$ cat src/design/scurve_pkg.sv
`default_nettype none
package scurve_pkg;
    // Bus map, byte addresses
    localparam logic [5:0] CONTROL_ADDR     = 6'h00;
    localparam logic [5:0] ACCEL_ADDR       = 6'h04;
    localparam logic [5:0] DECEL_ADDR       = 6'h08;
    localparam logic [5:0] JERK_ADDR        = 6'h0C;
    localparam logic [5:0] START_SPEED_ADDR = 6'h10;
    localparam logic [5:0] TARGET_ADDR      = 6'h14;
    localparam logic [5:0] STATUS_ADDR      = 6'h18;
    localparam logic [5:0] SPEED_ADDR       = 6'h1C;
    localparam logic [5:0] ACCEL_NOW_ADDR   = 6'h20;

    localparam int CONTROL_GO_BIT   = 0;
    localparam int STATUS_BUSY_BIT  = 0;
    localparam int STATUS_DECEL_BIT = 1;
    localparam int STATUS_PHASE_LSB = 4;

    localparam int RATE_W  = 16;
    localparam int JERK_W  = 16;
    localparam int SPEED_W = 24;
    localparam int FINE_W  = 48;
    localparam int JINC_W  = 32;

    localparam logic [RATE_W-1:0]  ACCEL_RESET  = 16'h0014;
    localparam logic [RATE_W-1:0]  DECEL_RESET  = 16'h0019;
    localparam logic [JERK_W-1:0]  JERK_RESET   = 16'h0000;
    localparam logic [SPEED_W-1:0] START_RESET  = 24'h00008D;
    localparam logic [SPEED_W-1:0] TARGET_RESET = 24'h000000;

    // Jerk scale limits and its divisor
    localparam logic [JERK_W-1:0] JERK_MAX     = 16'h1388;
    localparam int                JERK_DIVISOR = 100;
    // Rates are steps/s per ms, i.e. one unit is 1000 steps/s^2
    localparam int                RATE_PER_SEC = 1000;
    // Fine fraction: one step/s of speed per tick is this many fine units
    localparam int                FINE_SCALE   = JERK_DIVISOR * RATE_PER_SEC;

    // Profile tick, one millisecond
    localparam int CLK_PERIOD_NS       = 10;
    localparam int TICK_TIME_NS        = 1000000;
    localparam int TICK_CYCLES_DEFAULT = TICK_TIME_NS / CLK_PERIOD_NS;

    typedef enum logic [1:0] {PH_IDLE, PH_JERK_UP, PH_HOLD, PH_JERK_DOWN} phase_type;

    typedef struct packed {
        logic [RATE_W-1:0] rate;
        logic [JERK_W-1:0] jerk;
    } shape_type;

    typedef struct packed {
        logic [FINE_W-1:0] accel_limit;
        logic [JINC_W-1:0] jerk_inc;
        logic              constant;
    } ramp_type;
endpackage : scurve_pkg
`default_nettype wire

$ cat src/design/jerk_rate_calc.sv
`default_nettype none
module jerk_rate_calc (
    input  wire logic                  clk_sys,
    input  wire logic                  reset,
    input  wire scurve_pkg::shape_type shape,
    output scurve_pkg::ramp_type       ramp
);
    logic [scurve_pkg::JERK_W-1:0] jerk_clamped;
    scurve_pkg::ramp_type          next_ramp;

    always_comb begin
        jerk_clamped = (shape.jerk > scurve_pkg::JERK_MAX) ? scurve_pkg::JERK_MAX : shape.jerk;
        // jerk from scale and rate
        // Per tick the accel grows by J*a/100 steps/s^2 * 1 ms, held in fine units
        next_ramp.jerk_inc    = scurve_pkg::JINC_W'(jerk_clamped) * scurve_pkg::JINC_W'(shape.rate);
        next_ramp.accel_limit = scurve_pkg::FINE_W'(shape.rate) * scurve_pkg::FINE_W'(scurve_pkg::FINE_SCALE);
        next_ramp.constant    = (jerk_clamped == '0);
    end

    always_ff @(posedge clk_sys or posedge reset) begin
        if (reset) begin
            ramp <= '0;
        end else begin
            ramp <= next_ramp;
        end
    end
endmodule : jerk_rate_calc
`default_nettype wire

$ cat src/design/scurve_jerk_accel_profiler.sv
// Functional notes
// - Jerk scale 1..5000 ramps acceleration gradually, giving an S-shaped speed curve.
// - Jerk rate equals scale divided by 100 times programmed acceleration.
// - Jerk rate spans 0.01 to 50 times the programmed acceleration.
// - Deceleration uses the same scaling with the programmed deceleration value.
// - Jerk scale zero gives constant acceleration and linear speed change.
// - Ramp accel toward limit; hold if reached before midpoint, else triangular.
// - Scale 200/t gives exact triangle; lower lengthens, higher makes trapezoid.
// - Scale 400/t gives constant accel over half the phase.
// - Phases start and end smoothly; no square-root starting speed needed.
// - Rates are in steps per second per millisecond.
// - Phases are symmetrical about the speed change midpoint.
//
// The placing of the registers and register access over Avalon-MM are this design's own decisions.
`default_nettype none
module scurve_jerk_accel_profiler #(
    parameter int TICK_CYCLES = scurve_pkg::TICK_CYCLES_DEFAULT
) (
    input  wire logic                            clk_sys,
    input  wire logic                            reset,
    input  wire logic [5:0]                      avs_address,
    input  wire logic                            avs_read,
    input  wire logic                            avs_write,
    input  wire logic [31:0]                     avs_writedata,
    input  wire logic [3:0]                      avs_byteenable,
    output logic [31:0]                          avs_readdata,
    output logic                                 avs_waitrequest,
    output logic [scurve_pkg::SPEED_W-1:0]       speed_cmd,
    output logic                                 busy
);
    // Register file
    logic [scurve_pkg::RATE_W-1:0]  accel_rate, next_accel_rate;
    logic [scurve_pkg::RATE_W-1:0]  decel_rate, next_decel_rate;
    logic [scurve_pkg::JERK_W-1:0]  jerk_scale, next_jerk_scale;
    logic [scurve_pkg::SPEED_W-1:0] start_speed, next_start_speed;
    logic [scurve_pkg::SPEED_W-1:0] target_speed, next_target_speed;
    logic                           ack, next_ack;
    logic [31:0]                    next_readdata;
    logic                           go;

    // Profile engine
    scurve_pkg::phase_type          phase, next_phase;
    logic                           decel_dir, next_decel_dir;
    logic [scurve_pkg::FINE_W-1:0]  accel_fine, next_accel_fine;
    logic [scurve_pkg::FINE_W-1:0]  progress, next_progress;
    logic [scurve_pkg::FINE_W-1:0]  delta_fine, next_delta_fine;
    logic [scurve_pkg::FINE_W-1:0]  ramp_gain, next_ramp_gain;
    logic [scurve_pkg::SPEED_W-1:0] base_speed, next_base_speed;
    logic [scurve_pkg::SPEED_W-1:0] next_speed_cmd;
    logic [31:0]                    tick_count, next_tick_count;
    logic                           tick;

    scurve_pkg::shape_type          shape;
    scurve_pkg::ramp_type           ramp;

    logic [scurve_pkg::FINE_W-1:0]  accel_step;
    logic [scurve_pkg::FINE_W-1:0]  progress_step;
    logic [scurve_pkg::FINE_W-1:0]  remaining;
    logic [scurve_pkg::SPEED_W-1:0] speed_offset;

    assign shape.rate = decel_dir ? decel_rate : accel_rate;
    assign shape.jerk = jerk_scale;

    jerk_rate_calc rate_calc (
        .clk_sys (clk_sys),
        .reset   (reset),
        .shape   (shape),
        .ramp    (ramp)
    );

    // One wait state per access; read data registered
    assign avs_waitrequest = (avs_read | avs_write) & ~ack;
    assign go = avs_write & ~ack & (avs_address == scurve_pkg::CONTROL_ADDR)
                & avs_byteenable[0] & avs_writedata[scurve_pkg::CONTROL_GO_BIT];
    assign busy = (phase != scurve_pkg::PH_IDLE);

    always_comb begin
        next_ack          = (avs_read | avs_write) & ~ack;
        next_accel_rate   = accel_rate;
        next_decel_rate   = decel_rate;
        next_jerk_scale   = jerk_scale;
        next_start_speed  = start_speed;
        next_target_speed = target_speed;
        next_readdata     = avs_readdata;
        // Settings are frozen while a phase runs so the shape stays consistent
        if (avs_write & ~ack & ~busy) begin
            case (avs_address)
                scurve_pkg::ACCEL_ADDR: begin
                    if (avs_byteenable[0]) next_accel_rate[7:0]  = avs_writedata[7:0];
                    if (avs_byteenable[1]) next_accel_rate[15:8] = avs_writedata[15:8];
                end
                scurve_pkg::DECEL_ADDR: begin
                    if (avs_byteenable[0]) next_decel_rate[7:0]  = avs_writedata[7:0];
                    if (avs_byteenable[1]) next_decel_rate[15:8] = avs_writedata[15:8];
                end
                scurve_pkg::JERK_ADDR: begin
                    if (avs_byteenable[0]) next_jerk_scale[7:0]  = avs_writedata[7:0];
                    if (avs_byteenable[1]) next_jerk_scale[15:8] = avs_writedata[15:8];
                end
                scurve_pkg::START_SPEED_ADDR: begin
                    if (avs_byteenable[0]) next_start_speed[7:0]   = avs_writedata[7:0];
                    if (avs_byteenable[1]) next_start_speed[15:8]  = avs_writedata[15:8];
                    if (avs_byteenable[2]) next_start_speed[23:16] = avs_writedata[23:16];
                end
                scurve_pkg::TARGET_ADDR: begin
                    if (avs_byteenable[0]) next_target_speed[7:0]   = avs_writedata[7:0];
                    if (avs_byteenable[1]) next_target_speed[15:8]  = avs_writedata[15:8];
                    if (avs_byteenable[2]) next_target_speed[23:16] = avs_writedata[23:16];
                end
                default: begin
                end
            endcase
        end
        if (avs_read & ~ack) begin
            case (avs_address)
                scurve_pkg::ACCEL_ADDR:       next_readdata = 32'(accel_rate);
                scurve_pkg::DECEL_ADDR:       next_readdata = 32'(decel_rate);
                scurve_pkg::JERK_ADDR:        next_readdata = 32'(jerk_scale);
                scurve_pkg::START_SPEED_ADDR: next_readdata = 32'(start_speed);
                scurve_pkg::TARGET_ADDR:      next_readdata = 32'(target_speed);
                scurve_pkg::STATUS_ADDR: begin
                    next_readdata = 32'h00000000;
                    next_readdata[scurve_pkg::STATUS_BUSY_BIT]  = busy;
                    next_readdata[scurve_pkg::STATUS_DECEL_BIT] = decel_dir;
                    next_readdata[scurve_pkg::STATUS_PHASE_LSB +: 2] = phase;
                end
                scurve_pkg::SPEED_ADDR:       next_readdata = 32'(speed_cmd);
                scurve_pkg::ACCEL_NOW_ADDR:   next_readdata = accel_fine[31:0];
                default:                      next_readdata = 32'h00000000;
            endcase
        end
    end

    always_ff @(posedge clk_sys or posedge reset) begin
        if (reset) begin
            ack          <= 1'b0;
            avs_readdata <= 32'h00000000;
            accel_rate   <= scurve_pkg::ACCEL_RESET;
            decel_rate   <= scurve_pkg::DECEL_RESET;
            jerk_scale   <= scurve_pkg::JERK_RESET;
            start_speed  <= scurve_pkg::START_RESET;
            target_speed <= scurve_pkg::TARGET_RESET;
        end else begin
            ack          <= next_ack;
            avs_readdata <= next_readdata;
            accel_rate   <= next_accel_rate;
            decel_rate   <= next_decel_rate;
            jerk_scale   <= next_jerk_scale;
            start_speed  <= next_start_speed;
            target_speed <= next_target_speed;
        end
    end

    // Profile engine: works on the magnitude of the speed change, so one
    // sequence serves both directions.
    assign tick          = (tick_count == 32'(TICK_CYCLES - 1));
    assign remaining     = delta_fine - progress;
    assign accel_step    = ramp.jerk_inc;
    assign progress_step = progress + accel_fine;
    assign speed_offset  = scurve_pkg::SPEED_W'(progress / scurve_pkg::FINE_W'(scurve_pkg::FINE_SCALE));

    always_comb begin
        next_tick_count = busy ? (tick ? 32'h00000000 : tick_count + 32'h00000001) : 32'h00000000;
        next_phase      = phase;
        next_decel_dir  = decel_dir;
        next_accel_fine = accel_fine;
        next_progress   = progress;
        next_delta_fine = delta_fine;
        next_ramp_gain  = ramp_gain;
        next_base_speed = base_speed;
        next_speed_cmd  = decel_dir ? base_speed - speed_offset : base_speed + speed_offset;
        case (phase)
            scurve_pkg::PH_IDLE: begin
                next_speed_cmd = speed_cmd;
                if (go && target_speed != start_speed) begin
                    next_decel_dir  = target_speed < start_speed;
                    next_base_speed = start_speed;
                    // Jump to the start speed with go, so no step is taken once busy is up
                    next_speed_cmd  = start_speed;
                    next_delta_fine = scurve_pkg::FINE_W'(next_decel_dir ? start_speed - target_speed
                                                                          : target_speed - start_speed)
                                      * scurve_pkg::FINE_W'(scurve_pkg::FINE_SCALE);
                    next_progress   = '0;
                    next_accel_fine = '0;
                    next_ramp_gain  = '0;
                    next_phase      = scurve_pkg::PH_JERK_UP;
                end
            end
            scurve_pkg::PH_JERK_UP: begin
                if (tick) begin
                    next_progress = progress_step;
                    if (ramp.constant) begin
                        next_accel_fine = ramp.accel_limit;
                        next_phase      = scurve_pkg::PH_HOLD;
                    end else if ((progress_step << 1) >= delta_fine) begin
                        next_ramp_gain = progress_step;
                        next_phase     = scurve_pkg::PH_JERK_DOWN;
                    end else if (accel_fine + accel_step >= ramp.accel_limit) begin
                        next_accel_fine = ramp.accel_limit;
                        next_ramp_gain  = progress_step;
                        next_phase      = scurve_pkg::PH_HOLD;
                    end else begin
                        next_accel_fine = accel_fine + accel_step;
                    end
                end
            end
            scurve_pkg::PH_HOLD: begin
                if (tick) begin
                    next_progress = progress_step;
                    if (progress_step >= delta_fine) begin
                        next_progress  = delta_fine;
                        // Land on target; the offset path lags progress by one cycle
                        next_speed_cmd = target_speed;
                        next_phase     = scurve_pkg::PH_IDLE;
                    end else if (!ramp.constant && delta_fine - progress_step <= ramp_gain) begin
                        next_phase = scurve_pkg::PH_JERK_DOWN;
                    end
                end
            end
            scurve_pkg::PH_JERK_DOWN: begin
                if (tick) begin
                    if (accel_fine >= remaining) begin
                        next_progress   = delta_fine;
                        next_speed_cmd  = target_speed;
                        next_accel_fine = '0;
                        next_phase      = scurve_pkg::PH_IDLE;
                    end else begin
                        next_progress = progress_step;
                        // Keep one jerk step so rounding never stalls the phase
                        if (accel_fine > (accel_step << 1)) begin
                            next_accel_fine = accel_fine - accel_step;
                        end
                    end
                end
            end
            default: begin
                next_phase = scurve_pkg::PH_IDLE;
            end
        endcase
    end

    always_ff @(posedge clk_sys or posedge reset) begin
        if (reset) begin
            phase      <= scurve_pkg::PH_IDLE;
            decel_dir  <= 1'b0;
            accel_fine <= '0;
            progress   <= '0;
            delta_fine <= '0;
            ramp_gain  <= '0;
            base_speed <= '0;
            speed_cmd  <= '0;
            tick_count <= 32'h00000000;
        end else begin
            phase      <= next_phase;
            decel_dir  <= next_decel_dir;
            accel_fine <= next_accel_fine;
            progress   <= next_progress;
            delta_fine <= next_delta_fine;
            ramp_gain  <= next_ramp_gain;
            base_speed <= next_base_speed;
            speed_cmd  <= next_speed_cmd;
            tick_count <= next_tick_count;
        end
    end
endmodule : scurve_jerk_accel_profiler
`default_nettype wire

$ cat config.mk
export PLATFORM = sky130hd
export DESIGN_NAME = scurve_jerk_accel_profiler
export DESIGN_NICKNAME = d
export VERILOG_FILES = /design/src/design/scurve_pkg.sv /design/src/design/jerk_rate_calc.sv /design/src/design/scurve_jerk_accel_profiler.sv
export SDC_FILE = /design/constraint.sdc
export NUM_CORES = 2
export LEC_CHECK = 0
export ABC_AREA = 1
export BUFFER_PORTS_ARGS = -buffer_cell sky130_fd_sc_hd__buf_2
export CORE_UTILIZATION = 43
export CTS_BUF_LIST = sky130_fd_sc_hd__clkbuf_4 sky130_fd_sc_hd__clkbuf_8
export DETAILED_ROUTE_END_ITERATION = 7
export GPL_ROUTABILITY_DRIVEN = 0
export MAX_ROUTING_LAYER = met4
export PLACE_DENSITY_LB_ADDON = 0.1
export SYNTH_ARGS = -nofsm -noshare
export SYNTH_HDL_FRONTEND = slang
export SYNTH_SLANG_ARGS = --single-unit
export TNS_END_PERCENT = 30
$ cat constraint.sdc
create_clock -name clk_sys -period 29.9 [get_ports clk_sys]
set_clock_uncertainty 0.1 [all_clocks]
set_input_delay 2.99 -clock clk_sys [delete_from_list [all_inputs] [get_ports clk_sys]]
set_output_delay 2.99 -clock clk_sys [all_outputs]
set_load 0.03 [all_outputs]
==> results.tsv <==
metric	value	unit
run status	complete, no violations	
Die H	407	microns
Max Clock Freq	35.2	MHz
Slowest Stage Delay on Critical Path	400	ps
Via Count	66257	
die area	165000	sq um
Reg clk slew, reported paths	60	ps
Filler Cell Count	16356	
syn_area_per_cell	7.28	sq um
vias in the first global route	63165	
HPWL Detailed	183	mm
Final Critical Period	28380	ps
TritonCTS Sinks	460	
#FFs+latches synth	460	
starting utilization of the core area	43.3	%
hold_buf cts	0	
sequential fraction of the synthesis area	16.4	%
Port Buffers	94	
Placeable Area	163000	sq um
# setup viols final	0	
Slew headroom	16.7	%
ys async rst share	100	%
total gr overflow	0	
starting DRC count in detailed routing	4491	
Max IR drop VDD	38.8	uV
most area-consuming cells after synthesis	dfrtp_1 16%, ha_1 14%, nand2_1 9.5%, fa_1 9.4%, inv_1 8.2%	
R2R setup slack	1520	ps
Max Cap Viol	0	
crit share post-route	94.9	%
Synth area leader	dfrtp_1	
Max clock buf depth	3	
Worst Path Class, Setup	flip-flop to flip-flop	
reg-to-reg critical path endpoint	speed_cmd[23]$_DFFE_PP0P_	
Worst Setup Slack, final	1520	ps
Post-synth top flop	dfrtp_1	
r2r worst-path depth	243	
ANT nets after route	0	
CTS buffer count	89	
Pre-antenna DRT Iters	6	
worst endpoint required time	30560	ps
vias per cell	5.32	
crit path max fanout	8	
cell count after synthesis	9679	
Setup TNS	0	ps
slowest stage cell, crit path	dfrtp_1	
CP delay by family, top	simple AND/OR/NAND/NOR gates	
Ports	104	
CP endpoint kind	flip-flop	
slew of the pin with the lowest slew margin	1240	ps
CP startpoint	progress[43]$_DFFE_PP0P_	
Cell Area, Synth	70400	sq um
DRC violations left	0	
Tot Pwr	1.72	mW
pin count of the biggest net entering global routing	142	
Cell variety after synth	97	
Power Dens Cells	21.1	nW/um^2
clk_lat worst skew	890	ps
Root Buffer	clkbuf_8	
CP most frequent cell	nand2_4	
H-tree depth	3	
proportion of layout cells with a drive suffix above 1	19.9	%
CTS tree	done	
CP startpoint kind	flip-flop	
first-pass GRT wire length	350	mm
gr usage total	27.8	%
Final Hold Fails	0	
Arrival @ worst endpoint	29040	ps
top-area cell type share of the netlist area	16.0	%
initial antenna violation count	11	
CP Depth	243	
Layout Cells excl Fill	12444	
Final #Nets	11388	
Buffers & Inverters on Critical Path	34	
worst slack at placement	-983	ps
Synth-to-Final Area Change	15.5	%
Die W	407	microns
standard-cell rows	148	
RR Startpoint	progress[43]$_DFFE_PP0P_	
Placed Cells	12042	
top cells by count, synth	1789 x nand2_1, 1542 x inv_1, 810 x ha_1	
Pleak	42.2	nW
Yosys Warn Count	0	
Post-synth EDFFs	0	
WL/cell	18.5	microns
hold crit path type	flip-flop to flip-flop	
Slew Limit Fails	0	
Total Wirelength	230	mm
top-count cell post-synth	nand2_1	
crit path to	speed_cmd[23]$_DFFE_PP0P_	
==> final cells by class <==
class                      count  area [sq um]  area share [%]
sequential                   460         11500            14.2
multi-input combinational   7404         54200            66.6
clock inverter                29           390           0.480
tap                         2175          2720            3.34
timing repair buffer         573          4450            5.47
clock buffer                 126          1610            1.98
inverter                    1672          6470            7.95
antenna                        5          12.5          0.0154
==> timing repair <==
item	CTS	global route
resized for setup	44	588
endpoints found under the setup margin	9	24
pin swaps	20	311
cloned	4	19
setup buffers	23	196
==> state kept, by name, summed over array words and instances, names as in the netlist <==
signal          flops
base_speed         24
decel_dir           1
tick_count         32
ramp_gain          48
jerk_scale         16
decel_rate         16
ack                 1
accel_fine         48
avs_readdata       32
progress           48
delta_fine         43
target_speed       24
start_speed        24
rate_calc.ramp     61
speed_cmd          24
phase               2
accel_rate         16
==> power breakdown <==
part / leakage [nW] / switching, mW / internal [mW]
registers: 5.63 / 0.00899 / 0.636
clock network: 1.06 / 0.333 / 0.405
logic: 35.5 / 0.214 / 0.120
==> logic make-up after synthesis <==
kind of cell | share of synthesized area (%)
buffers and inverters | 10.9
AO/OA/AOI/OAI | 15.4
adder cells (fa/ha/maj) | 23.8
multiplexers | 0.0284
other | 0.0107
XOR/XNOR | 5.57
AND/OR/NAND/NOR | 27.9
flip-flops | 16.4
==> how the worst min path moves through the flow <==
stage | from | endpoint | slack (ps) | cells after the start
after global placement | tick_count[0]$_DFF_PP0_ | tick_count[0]$_DFF_PP0_ | 350 | 1
after floorplan | tick_count[0]$_DFF_PP0_ | tick_count[0]$_DFF_PP0_ | 330 | 1
after global routing | tick_count[0]$_DFF_PP0_ | tick_count[0]$_DFF_PP0_ | 370 | 1
after detailed placement | tick_count[0]$_DFF_PP0_ | tick_count[0]$_DFF_PP0_ | 350 | 1
final | tick_count[0]$_DFF_PP0_ | tick_count[0]$_DFF_PP0_ | 360 | 1
after CTS | tick_count[0]$_DFF_PP0_ | tick_count[0]$_DFF_PP0_ | 360 | 1
==> per-layer routing <==
metal	GRT usage [%]	vias to the layer above	wire length (microns)
met5	-	-	0
met1	36.1	31593	102000
li1	-	32580	-
met3	2.99	405	12800
met4	9.86	0	8450
met2	44.8	1679	107000
==> through the flow <==
step	instance area, sq um	utilization, %	hold WS [ps]
final	81400	50.0	356
after global routing	81400	50.0	367
after CTS	77100	47.4	359
after detailed placement	74600	45.9	352
after global placement	74600	45.9	349
after floorplan	70600	-	333
==> cell usage in the layout, fill, tap and decap left out, types with 280 or more instances in the layout <==
cell,n
a21oi_1,664
buf_4,411
dfrtp_1,448
fa_1,332
ha_1,802
inv_1,1515
nand2_1,1658
nand2_2,371
nand2_4,280
nand3_1,383
nor2_1,553
o21ai_0,624
xor2_1,344
(Power assumes the default switching activity.)
